[src/logic/cps_pkg.sv]
// Constants, types and field layouts for the configurable power stage grouping logic
// Operation
// - Paralleling applies only while general_config_seven bit 4 is zero; it resets to one.
// - Stages not named in the selected grouping run as independent single stages.
// - Overcurrent filter is 8 us for paralleled stages, 4 us for single ones.
// - Only bit 3 set: stages 22,24,27,28 paralleled, command 24, diagnosis 22.
// - Only bit 1 set: 22 and 24 paralleled via 24/22; 27, 28 single.
// - Only bit 2 set: pairs 22/24 and 27/28; commands 24, 27; diagnosis 22, 27.
// - Bits 7,3,2 set, 1,0 clear: 24,27,28 paralleled; 24 commands and diagnoses.
// - Encoding 0x36: pairs 21/23 and 27/28, commands 23 and 27, diagnosis 23 and 27.
// - Second high-side encoding: pairs 25/26 and 22/24, commands 24, 25, diagnosis 22, 25.
// - All-single configuration: each stage uses its own command and diagnosis slot.
// - Each stage keeps its own overcurrent detection; off thresholds stay per stage.
// - Each channel holds a two-bit fault code, cleared by every diagnosis read.
// - Off state latches only the first fault; only an on fault overwrites it.
package cps_pkg;

    // ****************************************
    // Stage indices (stage_21 .. stage_28)
    // ****************************************
    localparam int NUM_STAGES = 8;
    localparam logic [2:0] STAGE_21 = 3'h0;
    localparam logic [2:0] STAGE_22 = 3'h1;
    localparam logic [2:0] STAGE_23 = 3'h2;
    localparam logic [2:0] STAGE_24 = 3'h3;
    localparam logic [2:0] STAGE_25 = 3'h4;
    localparam logic [2:0] STAGE_26 = 3'h5;
    localparam logic [2:0] STAGE_27 = 3'h6;
    localparam logic [2:0] STAGE_28 = 3'h7;

    // ****************************************
    // Register access
    // ****************************************
    localparam logic REG_SEL_GENERAL_SEVEN = 1'b0;
    localparam logic REG_SEL_GROUPING = 1'b1;
    localparam logic [7:0] GENERAL_SEVEN_RESET = 8'h10;
    localparam logic [7:0] GROUPING_RESET = 8'h00;
    localparam int PAR_INHIBIT_BIT = 4;

    // ****************************************
    // Grouping encodings, key is bits {7,3,2,1,0}
    // ****************************************
    localparam logic [4:0] KEY_QUAD_LOWSIDE = 5'h08;
    localparam logic [4:0] KEY_LOWSIDE_PAIR = 5'h02;
    localparam logic [4:0] KEY_TWO_PAIRS = 5'h04;
    localparam logic [4:0] KEY_TRIPLE = 5'h1C;
    localparam logic [7:0] HS_PAIRS_A = 8'h36;
    localparam logic [7:0] HS_PAIRS_B = 8'h3A;

    // ****************************************
    // Fault codes and timing
    // ****************************************
    localparam logic [1:0] FAULT_NONE = 2'h0;
    localparam logic [1:0] FAULT_OVERCURRENT = 2'h3;
    localparam int CLK_PERIOD_NS = 40;
    localparam int OC_FILTER_SINGLE_NS = 4000;
    localparam int OC_FILTER_PARALLEL_NS = 8000;
    localparam logic [7:0] OC_CYCLES_SINGLE = 8'((OC_FILTER_SINGLE_NS + CLK_PERIOD_NS - 1) / CLK_PERIOD_NS);
    localparam logic [7:0] OC_CYCLES_PARALLEL = 8'((OC_FILTER_PARALLEL_NS + CLK_PERIOD_NS - 1) / CLK_PERIOD_NS);

    typedef struct packed {
        logic [NUM_STAGES-1:0][2:0] cmd_src;
        logic [NUM_STAGES-1:0][2:0] diag_slot;
        logic [NUM_STAGES-1:0] grouped;
    } group_map_t;

    typedef struct packed {
        logic oc;
        logic [1:0] off_code;
    } stage_sense_t;

endpackage : cps_pkg

[src/logic/cps_grouping.sv]
// Configurable power stage grouping: register, decode, command steering and diagnosis routing
`timescale 1ns/1ps
module cps_grouping (
    input wire logic mclk_in,
    input wire logic arst_n_in,
    input wire logic reg_wr_in,
    input wire logic reg_sel_in,
    input wire logic [7:0] reg_wdata_in,
    input wire logic diag_rd_in,
    input wire logic [cps_pkg::NUM_STAGES-1:0] per_stage_command_in,
    input wire logic [cps_pkg::NUM_STAGES-1:0] oc_sense_in,
    input wire logic [2*cps_pkg::NUM_STAGES-1:0] off_sense_in,
    output logic [cps_pkg::NUM_STAGES-1:0] stage_drive_out,
    output logic [cps_pkg::NUM_STAGES-1:0] stage_grouped_out,
    output logic [2*cps_pkg::NUM_STAGES-1:0] diag_slot_out,
    output logic [7:0] cps_grouping_config_out,
    output logic [7:0] general_config_seven_out
);
    import cps_pkg::*;

    // ****************************************
    // Reset release and input synchronisers
    // ****************************************
    logic rst_meta;
    logic rst_n;
    logic [NUM_STAGES-1:0] oc_meta;
    logic [NUM_STAGES-1:0] oc_sync;
    logic [2*NUM_STAGES-1:0] off_meta;
    logic [2*NUM_STAGES-1:0] off_sync;

    always_ff @(posedge mclk_in or negedge arst_n_in) begin
        if (!arst_n_in) begin
            rst_meta <= 1'b0;
            rst_n <= 1'b0;
        end else begin
            rst_meta <= 1'b1;
            rst_n <= rst_meta;
        end
    end

    always_ff @(posedge mclk_in or negedge rst_n) begin
        if (!rst_n) begin
            oc_meta <= '0;
            oc_sync <= '0;
            off_meta <= '0;
            off_sync <= '0;
        end else begin
            oc_meta <= oc_sense_in;
            oc_sync <= oc_meta;
            off_meta <= off_sense_in;
            off_sync <= off_meta;
        end
    end

    // ****************************************
    // Configuration registers
    // ****************************************
    logic [7:0] grouping_cfg;
    logic [7:0] general_seven;

    always_ff @(posedge mclk_in or negedge rst_n) begin
        if (!rst_n) begin
            grouping_cfg <= GROUPING_RESET;
            general_seven <= GENERAL_SEVEN_RESET;
        end else if (reg_wr_in) begin
            if (reg_sel_in == REG_SEL_GROUPING) begin
                grouping_cfg <= reg_wdata_in;
            end else begin
                general_seven <= reg_wdata_in;
            end
        end
    end

    // ****************************************
    // Grouping decode
    // ****************************************
    function automatic group_map_t decode_grouping(input logic [7:0] cfg, input logic inhibit);
        group_map_t m;
        logic [4:0] key;
        for (int i = 0; i < NUM_STAGES; i++) begin
            m.cmd_src[i] = 3'(i);
            m.diag_slot[i] = 3'(i);
            m.grouped[i] = 1'b0;
        end
        key = {cfg[7], cfg[3:0]};
        if (!inhibit) begin
            if (cfg == HS_PAIRS_A) begin
                m.cmd_src[STAGE_21] = STAGE_23;
                m.diag_slot[STAGE_21] = STAGE_23;
                m.cmd_src[STAGE_28] = STAGE_27;
                m.diag_slot[STAGE_28] = STAGE_27;
                m.grouped = 8'hC5;
            end else if (cfg == HS_PAIRS_B) begin
                m.cmd_src[STAGE_26] = STAGE_25;
                m.diag_slot[STAGE_26] = STAGE_25;
                m.cmd_src[STAGE_22] = STAGE_24;
                m.diag_slot[STAGE_24] = STAGE_22;
                m.grouped = 8'h3A;
            end else begin
                case (key)
                    KEY_QUAD_LOWSIDE: begin
                        m.cmd_src[STAGE_22] = STAGE_24;
                        m.cmd_src[STAGE_27] = STAGE_24;
                        m.cmd_src[STAGE_28] = STAGE_24;
                        m.diag_slot[STAGE_24] = STAGE_22;
                        m.diag_slot[STAGE_27] = STAGE_22;
                        m.diag_slot[STAGE_28] = STAGE_22;
                        m.grouped = 8'hCA;
                    end
                    KEY_LOWSIDE_PAIR: begin
                        m.cmd_src[STAGE_22] = STAGE_24;
                        m.diag_slot[STAGE_24] = STAGE_22;
                        m.grouped = 8'h0A;
                    end
                    KEY_TWO_PAIRS: begin
                        m.cmd_src[STAGE_22] = STAGE_24;
                        m.diag_slot[STAGE_24] = STAGE_22;
                        m.cmd_src[STAGE_28] = STAGE_27;
                        m.diag_slot[STAGE_28] = STAGE_27;
                        m.grouped = 8'hCA;
                    end
                    KEY_TRIPLE: begin
                        m.cmd_src[STAGE_27] = STAGE_24;
                        m.cmd_src[STAGE_28] = STAGE_24;
                        m.diag_slot[STAGE_27] = STAGE_24;
                        m.diag_slot[STAGE_28] = STAGE_24;
                        m.grouped = 8'hC8;
                    end
                    default: begin
                    end
                endcase
            end
        end
        return m;
    endfunction : decode_grouping

    group_map_t map;
    assign map = decode_grouping(grouping_cfg, general_seven[PAR_INHIBIT_BIT]);

    // ****************************************
    // Command steering
    // ****************************************
    logic [NUM_STAGES-1:0] next_drive;
    logic [1:0] stage_code [NUM_STAGES];
    logic [2*NUM_STAGES-1:0] next_diag;

    genvar g;
    generate
        for (g = 0; g < NUM_STAGES; g++) begin : g_stage
            stage_sense_t sense;
            assign next_drive[g] = per_stage_command_in[map.cmd_src[g]];
            assign sense.oc = oc_sync[g];
            assign sense.off_code = off_sync[2*g +: 2];
            stage_fault_latch u_latch (
                .mclk_in(mclk_in),
                .rst_n_in(rst_n),
                .on_in(stage_drive_out[g]),
                .long_filter_in(map.grouped[g]),
                .sense_in(sense),
                .clear_in(diag_rd_in),
                .code_out(stage_code[g])
            );
        end
    endgenerate

    // ****************************************
    // Diagnosis slot routing
    // ****************************************
    always_comb begin
        next_diag = '0;
        for (int s = 0; s < NUM_STAGES; s++) begin
            for (int i = 0; i < NUM_STAGES; i++) begin
                // Worst code of stages on slot
                if (map.diag_slot[i] == 3'(s) && stage_code[i] > next_diag[2*s +: 2]) begin
                    next_diag[2*s +: 2] = stage_code[i];
                end
            end
        end
    end

    // ****************************************
    // Output registers
    // ****************************************
    // Registered stage drives
    always_ff @(posedge mclk_in or negedge rst_n) begin
        if (!rst_n) begin
            stage_drive_out <= '0;
            stage_grouped_out <= '0;
        end else begin
            stage_drive_out <= next_drive;
            stage_grouped_out <= map.grouped;
        end
    end

    always_ff @(posedge mclk_in or negedge rst_n) begin
        if (!rst_n) begin
            diag_slot_out <= '0;
        end else begin
            diag_slot_out <= next_diag;
        end
    end

    always_ff @(posedge mclk_in or negedge rst_n) begin
        if (!rst_n) begin
            cps_grouping_config_out <= GROUPING_RESET;
            general_config_seven_out <= GENERAL_SEVEN_RESET;
        end else begin
            cps_grouping_config_out <= grouping_cfg;
            general_config_seven_out <= general_seven;
        end
    end

endmodule : cps_grouping

[src/logic/stage_fault_latch.sv]
// Per-stage overcurrent filter and two-bit fault latch
`timescale 1ns/1ps
module stage_fault_latch (
    input wire logic mclk_in,
    input wire logic rst_n_in,
    input wire logic on_in,
    input wire logic long_filter_in,
    input wire cps_pkg::stage_sense_t sense_in,
    input wire logic clear_in,
    output logic [1:0] code_out
);
    import cps_pkg::*;

    logic [7:0] oc_count;
    logic [7:0] limit;
    logic oc_valid;
    logic [1:0] base_code;
    logic [1:0] next_code;
    logic [7:0] next_count;

    assign limit = long_filter_in ? OC_CYCLES_PARALLEL : OC_CYCLES_SINGLE;
    assign oc_valid = on_in && sense_in.oc && (oc_count >= limit - 8'h01);
    assign next_count = (on_in && sense_in.oc && !oc_valid) ? oc_count + 8'h01 : 8'h00;
    // Read clears, new event still wins
    assign base_code = clear_in ? FAULT_NONE : code_out;
    // First off fault, on fault overwrites
    assign next_code = oc_valid ? FAULT_OVERCURRENT :
                       (!on_in && base_code == FAULT_NONE) ? sense_in.off_code : base_code;

    always_ff @(posedge mclk_in or negedge rst_n_in) begin
        if (!rst_n_in) begin
            oc_count <= 8'h00;
            code_out <= FAULT_NONE;
        end else begin
            oc_count <= next_count;
            code_out <= next_code;
        end
    end

endmodule : stage_fault_latch

[config.mk]
export PLATFORM = sky130hd
export DESIGN_NAME = cps_grouping
export DESIGN_NICKNAME = d
export VERILOG_FILES = /design/src/logic/cps_pkg.sv /design/src/logic/cps_grouping.sv /design/src/logic/stage_fault_latch.sv
export SDC_FILE = /design/constraint.sdc
export NUM_CORES = 1
export LEC_CHECK = 0
export ABC_CLOCK_PERIOD_IN_PS = 8100
export BUFFER_PORTS_ARGS = -buffer_cell sky130_fd_sc_hd__buf_2
export CAP_MARGIN = 20
export CORE_MARGIN = 2
export CORE_UTILIZATION = 28
export DETAILED_ROUTE_END_ITERATION = 10
export HOLD_SLACK_MARGIN = 0.05
export PLACE_DENSITY = 0.5
export SLEW_MARGIN = 20
export SYNTH_ARGS = -nofsm -noshare
export SYNTH_HDL_FRONTEND = slang
export SYNTH_HIERARCHICAL = 1
export SYNTH_SLANG_ARGS = --single-unit
export TNS_END_PERCENT = 20
[constraint.sdc]
create_clock -name mclk_in -period 8.1 [get_ports mclk_in]
set_clock_uncertainty 0.2 [all_clocks]
set_input_delay 1.215 -clock mclk_in [delete_from_list [all_inputs] [get_ports mclk_in]]
set_output_delay 1.215 -clock mclk_in [all_outputs]
set_load 0.01 [all_outputs]
* Word-level counts from Yosys, hierarchy flattened
Index checks and enable logic that the tools add are counted.
** Word-level totals
- Word-level logic and storage cells :: 360
- Bits of input ports :: 45
- Register bits after elaboration :: 194
- Output and inout port bits :: 48
** Operators by class
- Reductions and logical operators :: 106
- Bitwise gates (word level) :: 1
- $lt $le $gt $ge :: 49
- Eq/ne operators :: 41
- Muxes and demuxes :: 118
- Add/sub/neg operators :: 16
** Operators by type and width (count)
- two-way mux 2 bit :: 72
- two-way mux 8 bit :: 18
- logical AND 1 bit :: 72
- greater-than comparator 2 bit :: 35
- adder 8 x 1 -> 8 bit (second input constant) :: 8
- >= comparator 8 bit :: 8
- subtractor 8 x 1 -> 8 bit (second input constant) :: 8
- == test 3 bit (second input constant) :: 20
- == test 3 x 2 -> 1 bit (second input constant) :: 10
- two-way mux 6 bit :: 4
- case mux 8 bit (3 select lines) :: 1
- < comparator 3 x 4 -> 1 bit (second input constant) :: 5
- two-way mux 3 bit :: 6
- == test 8 x 6 -> 1 bit (second input constant) :: 2
- logical NOT 1 bit :: 16
- logical NOT 2 bit :: 8
- binary-select mux 1 bit (select 3 bit) :: 5
- == test 3 x 1 -> 1 bit (second input constant) :: 5
- logical NOT 3 bit :: 5
- two-way mux 15 bit :: 1
- case mux 3 bit (2 select lines) :: 2
- two-way mux 11 bit :: 1
- two-way mux 9 bit :: 1
- case mux 3 bit (3 select lines) :: 1
- other kinds (10) :: 17

* Depth between registers and ports, before layout
- Depth in word-level cells :: 23
- Mapped depth :: 16
- Mapped depth without buffers :: 16

* Modules after synthesis
Netlist, hierarchy kept.
** By module, submodules not included
- stage_fault_latch :: area each 564.3 µm², times used 8, cells each 50
- cps_grouping :: area each 4002.6 µm², times used 1, cells each 284

* Worst setup path after synthesis
Ideal clock, no wire load.
- Kind :: register to register
- From :: reg g_stage[3].u_latch.code_out[1]
- To :: reg diag_slot_out[3] in the netlist's numbering
- Setup time :: 0.145 ns
- Data required time :: 7.755 ns
- Cell stages (with the launch flop) :: 16
- Period minus slack after synthesis :: 3.679 ns
- Path buffers :: 0
- Setup slack :: 4.421 ns
- Data arrival time :: 3.334 ns
- Cells stage by stage :: dfrtp_1 ha_1 nor2b_1 o2111ai_1 or3_1 and2_1 ha_1 nor2b_1 o2111ai_1 nor2_1 a31o_2 ha_1 nor2b_1 o21a_1 o21ai_0 a32oi_1
** On the way
- Cells in the longest elaborated chain, start to end :: 12
** RTL lines
- start, declared :: RTL line stage_fault_latch.sv:10 : output logic [1:0] code_out
- start signal, assigned :: RTL line stage_fault_latch.sv:36 : code_out <= next_code;
- greater-than comparator 2 bit :: RTL line cps_grouping.sv:174 : if (map.diag_slot[i] == 3'(s) && stage_code[i] > next_diag[2*s +: 2]) begin
- logical AND 1 bit :: RTL line cps_grouping.sv:174
- two-way mux 2 bit * :: RTL line cps_grouping.sv:174
- greater-than comparator 2 bit :: RTL line cps_grouping.sv:174
- logical AND 1 bit :: RTL line cps_grouping.sv:174
- two-way mux 2 bit * :: RTL line cps_grouping.sv:174
- greater-than comparator 2 bit :: RTL line cps_grouping.sv:174
- logical AND 1 bit :: RTL line cps_grouping.sv:174
- two-way mux 2 bit * :: RTL line cps_grouping.sv:174
- greater-than comparator 2 bit :: RTL line cps_grouping.sv:174
- logical AND 1 bit :: RTL line cps_grouping.sv:174
- two-way mux 2 bit * :: RTL line cps_grouping.sv:174
- named net next_diag[3] :: RTL line cps_grouping.sv:145 : logic [2*NUM_STAGES-1:0] next_diag;
- end signal, assigned :: RTL line cps_grouping.sv:199 : diag_slot_out <= next_diag;
- end, declared :: RTL line cps_grouping.sv:15 : output logic [2*cps_pkg::NUM_STAGES-1:0] diag_slot_out,
The timed path passes the listed nets; every way through them passes the cells marked *.
A chain may end at the register's enable or synchronous reset.

* Worst setup path in the final report
- From :: reg grouping_cfg[0]
- To :: reg diag_slot_out[7] in the netlist's numbering
** On the way
- Cells in the longest elaborated chain, start to end :: 18
** RTL lines
- start, declared :: RTL line cps_grouping.sv:58 : logic [7:0] grouping_cfg;
- start signal, assigned :: RTL line cps_grouping.sv:67 : grouping_cfg <= reg_wdata_in;
- == test 8 x 6 -> 1 bit (tied with other cells) :: RTL line cps_grouping.sv:87 : if (cfg == HS_PAIRS_A) begin
- two-way mux 2 bit or OR reduction 3 bit (tied branches)
- two-way mux 11 bit or two-way mux 2 bit (tied branches) :: RTL line cps_grouping.sv:86, cps_grouping.sv:100
- == test 3 x 2 -> 1 bit or two-way mux 2 bit (tied branches) :: RTL line cps_grouping.sv:174, cps_grouping.sv:93
- logical AND 1 bit or two-way mux 3 bit (tied branches) :: RTL line cps_grouping.sv:174, cps_grouping.sv:87
- two-way mux 2 bit or two-way mux 3 bit (tied branches) :: RTL line cps_grouping.sv:174, cps_grouping.sv:86
- greater-than comparator 2 bit or == test 3 x 2 -> 1 bit (tied branches) :: RTL line cps_grouping.sv:174
- logical AND 1 bit :: RTL line cps_grouping.sv:174
- [3 not listed]
- two-way mux 2 bit :: RTL line cps_grouping.sv:174
- greater-than comparator 2 bit :: RTL line cps_grouping.sv:174
- logical AND 1 bit :: RTL line cps_grouping.sv:174
- two-way mux 2 bit :: RTL line cps_grouping.sv:174
- greater-than comparator 2 bit :: RTL line cps_grouping.sv:174
- logical AND 1 bit :: RTL line cps_grouping.sv:174
- two-way mux 2 bit * :: RTL line cps_grouping.sv:174
- named net next_diag[7] :: RTL line cps_grouping.sv:145
Marks and branches as above.

==> results.cfg <==
[logic_synthesis]
synth_largest_type_area_fraction_pct = 55.5
ys_top_cells_by_area = sky130_fd_sc_hd__dfrtp_1 (56%), sky130_fd_sc_hd__ha_1 (7.3%), sky130_fd_sc_hd__a211oi_2 (3.5%)
synth.lib_cells_used.distinct = 46
synth_compound_gate_area_share_pct = 14.0
synthesis.instances = 684
post_synth_and_or_nand_nor_area_fraction_pct = 15.3
synth_top_cell_by_area = sky130_fd_sc_hd__dfrtp_1
yosysSeqAreaShare_pct = 56.1
prevailing_post_synth_register_cell = sky130_fd_sc_hd__dfrtp_1
ys_seq_elements = 191
postSynthAreaPerCell_um2 = 12.5
synth_top_family_by_area = simple AND/OR/NAND/NOR gates
synth-xor-area-share_pct = 2.47
ys_async_sr_fraction_pct = 100
synth.top_cells.by_count = sky130_fd_sc_hd__dfrtp_1 (189), sky130_fd_sc_hd__ha_1 (50), sky130_fd_sc_hd__nand2_1 (44), sky130_fd_sc_hd__nor3_1 (34), sky130_fd_sc_hd__o21ai_0 (34)
synth.most_common_cell = sky130_fd_sc_hd__dfrtp_1
ys_warn_count = 6
share_of_synthesized_cell_area_in_full_adder_half_adder_and_majority_cells_pct = 7.35
synth_mux_area_share_pct = 2.78
synth.cell_area_um2 = 8520
synth_enable_flop_cells = 0

[global_route]
grt_max_degree = 73
gr-usage-all-layers_pct = 12.1
first_global_vias = 5767
grt-busiest-layer = met2
grt_util_met1_pct = 16.6
antenna_found_initial = 0
gr-usage-met3_pct = 3.62
global_route.usage.met2_pct = 18.3
grt_first_pass_wirelength_um = 29900
grt_overflow = 0

[timing]
timing.final.hold_violations = 0
rsz0062_at_grt = false
post-route-period-util_pct = 51.7
slew_headroom_pct = 39.4
timing.final.crit_period_ns = 4.19
worst_pin_slew_ns = 0.909
fmax_mhz = 239
totalNegativeSetupSlack_ns = 0
finalSetupViolations = 0
timing_max_transition_violations_final = 0

[placed_design]
finalWeightedCongestion = 0.741
port_buffers = 92
dp_hpwl_um = 12600
detailed_place.area_um2 = 9460

[drt]
vias = 5555
detail_route.first_pass.iterations = 4
initialDrtViolationCount = 224
residual_drc = 0
postRouteAntennaNets = 0
routedWlPerCell_um = 15.0
via_per_instance_ratio = 4.65
route.final.wire_length_um = 17900

[floorplanning]
floorplan.die_area_um2 = 31800
placementRows = 63
die_width_um = 178
design.portCount = 93
dieHeight_um = 178
initial_utilization_pct = 28.6
core_area_um2 = 29800

[worst_hold_path]
min-delay-path-class = reg2reg
hold_ep = oc_sync[2]$_DFF_PN0_
hold_path_startpoint = oc_meta[2]$_DFF_PN0_
hold-path-cell-count = 0

[run]
drv_cap = 0

[clock_tree]
clock_sink_count = 191
h-tree-depth = 4
post-cts-setup-buffers = 0
ctsHoldBuffers = 0
cts_root_buffer = sky130_fd_sc_hd__clkbuf_16
clkSlewWorstSetupHoldPaths_ns = 0.07
clk_latency_ns = 0.44
clk_path_buf_depth = 2
tritoncts = built
cts-resized-gates = 0
cts_made_buffers = 17

[power]
power.density_nw_per_um2 = 215
power.leakage_uw = 0.00422
max-vdd-ir-drop_v = 0.000133

[worst_setup_path]
reg2reg_depth = 13
critPathRequiredTime_ns = 8.22
endpoint_of_the_most_critical_register_to_register_path = diag_slot_out[7]$_DFF_PN0_
path_max_fanout = 7
timing.reg2reg.setup_slack_ns = 3.91
timing.rr.start = grouping_cfg[0]$_DFFE_PN0P_
critPathLaunchType = flop
setup.worst_path.end_class = flop
critPathKind = reg2reg
cp.arrival_ns = 4.31

[cells_and_area]
synthToLayoutAreaGrowth_pct = 18.0
antenna_cells = 0
drive_gt1_share_pct = 25.1
finalNetCount = 887
finalCoreUtilization_pct = 33.7
final_area_um2 = 10000

[outcome]
result_of_the_run = completed
[layout by cell type (no fill, tap or decap), drive strengths merged, types with 24 or more instances in the layout]
master    n
a211oi   35
buf      95
dfrtp   189
ha       50
inv      39
nand2    44
nand3    27
nor2b    24
nor3     42
nor3b    24
o21ai    34
or3      29
[layer usage]
layer  wire length [um]  share of wire, %
met3                947               5.3
met5                  0                 0
met1               8770                49
met2               7960                45
met4                201               1.1
[metrics by stage]
step                      total power (uW)  setup slack, ns  hold slack (ns)  std cells
after global placement                1330             4.09            0.132       1163
after floorplan                       1230             2.19            0.131        685
after CTS                             2200             3.91            0.151       1194
after detailed placement              1330             3.91            0.135       1163
final                                 2160             3.91            0.149       1194
after global routing                  2270             3.65            0.157       1194
[kinds of logic (layout without fill, tap and decap cells)]
logic type               count (synthesis)  in the layout
XOR/XNOR                                24             24
other                                    2              3
flip-flops                             191            191
AND/OR/NAND/NOR                        225            225
AO/OA/AOI/OAI                          132            132
multiplexers                            21             21
buffers and inverters                   39            158
adder cells (fa/ha/maj)                 50             50
[cell type report]
cell class	count	area [um^2]
Clock inverter	13	150
Clock buffer	18	439
Fill cell	3004	19800
Multi-Input combinational cell	455	3580
Timing Repair Buffer	95	483
Inverter	32	120
Tap cell	390	488
Sequential cell	191	4790
[worst max-delay path, cell delays in order, from the launching register on]
cell and delay [ns]:
sky130_fd_sc_hd__dfrtp_1 0.43, sky130_fd_sc_hd__or3_1 0.51, sky130_fd_sc_hd__nor3_1 0.66, sky130_fd_sc_hd__nand2b_1 0.20, sky130_fd_sc_hd__ha_1 0.23, sky130_fd_sc_hd__nor2b_1 0.13
sky130_fd_sc_hd__o2111ai_1 0.32, sky130_fd_sc_hd__o311a_1 0.26, sky130_fd_sc_hd__nor2_1 0.06, sky130_fd_sc_hd__ha_1 0.28, sky130_fd_sc_hd__nor2b_1 0.13, sky130_fd_sc_hd__o2111ai_1 0.32
sky130_fd_sc_hd__o21ai_0 0.16, sky130_fd_sc_hd__o22a_1 0.18
[worst max-delay path by stage]
stage | slack, ns | endpoint | from
floorplan | 2.19 | cps_grouping_config_out[0]$_DFF_PN0_ | rst_n$_DFF_PN0_
global placement | 4.09 | diag_slot_out[7]$_DFF_PN0_ | grouping_cfg[0]$_DFFE_PN0P_
detailed placement | 3.91 | diag_slot_out[7]$_DFF_PN0_ | grouping_cfg[0]$_DFFE_PN0P_
CTS | 3.91 | diag_slot_out[7]$_DFF_PN0_ | grouping_cfg[0]$_DFFE_PN0P_
global route | 3.65 | diag_slot_out[7]$_DFF_PN0_ | grouping_cfg[0]$_DFFE_PN0P_
finish | 3.91 | diag_slot_out[7]$_DFF_PN0_ | grouping_cfg[0]$_DFFE_PN0P_
[power breakdown]
part           leakage, uW  switching, uW  total [uW]  internal [uW]
Sequential         0.00240           52.4        1070           1020
Combinational      0.00152            132         234            102
Clock             0.000290            384         853            469
Total              0.00422            569        2160           1590
[sequential cells by signal (all words and copies together), names as in the netlist]
register	cells
oc_meta	8
off_meta	16
diag_slot_out	16
g_stage.u_latch/oc_count	64
stage_grouped_out	5
oc_sync	8
g_stage.u_latch/code_out	16
off_sync	16
cps_grouping_config_out	8
general_seven	8
stage_drive_out	8
rst_n	1
general_config_seven_out	8
grouping_cfg	8
rst_meta	1
Note: power is estimated with default switching activity, not from simulation.
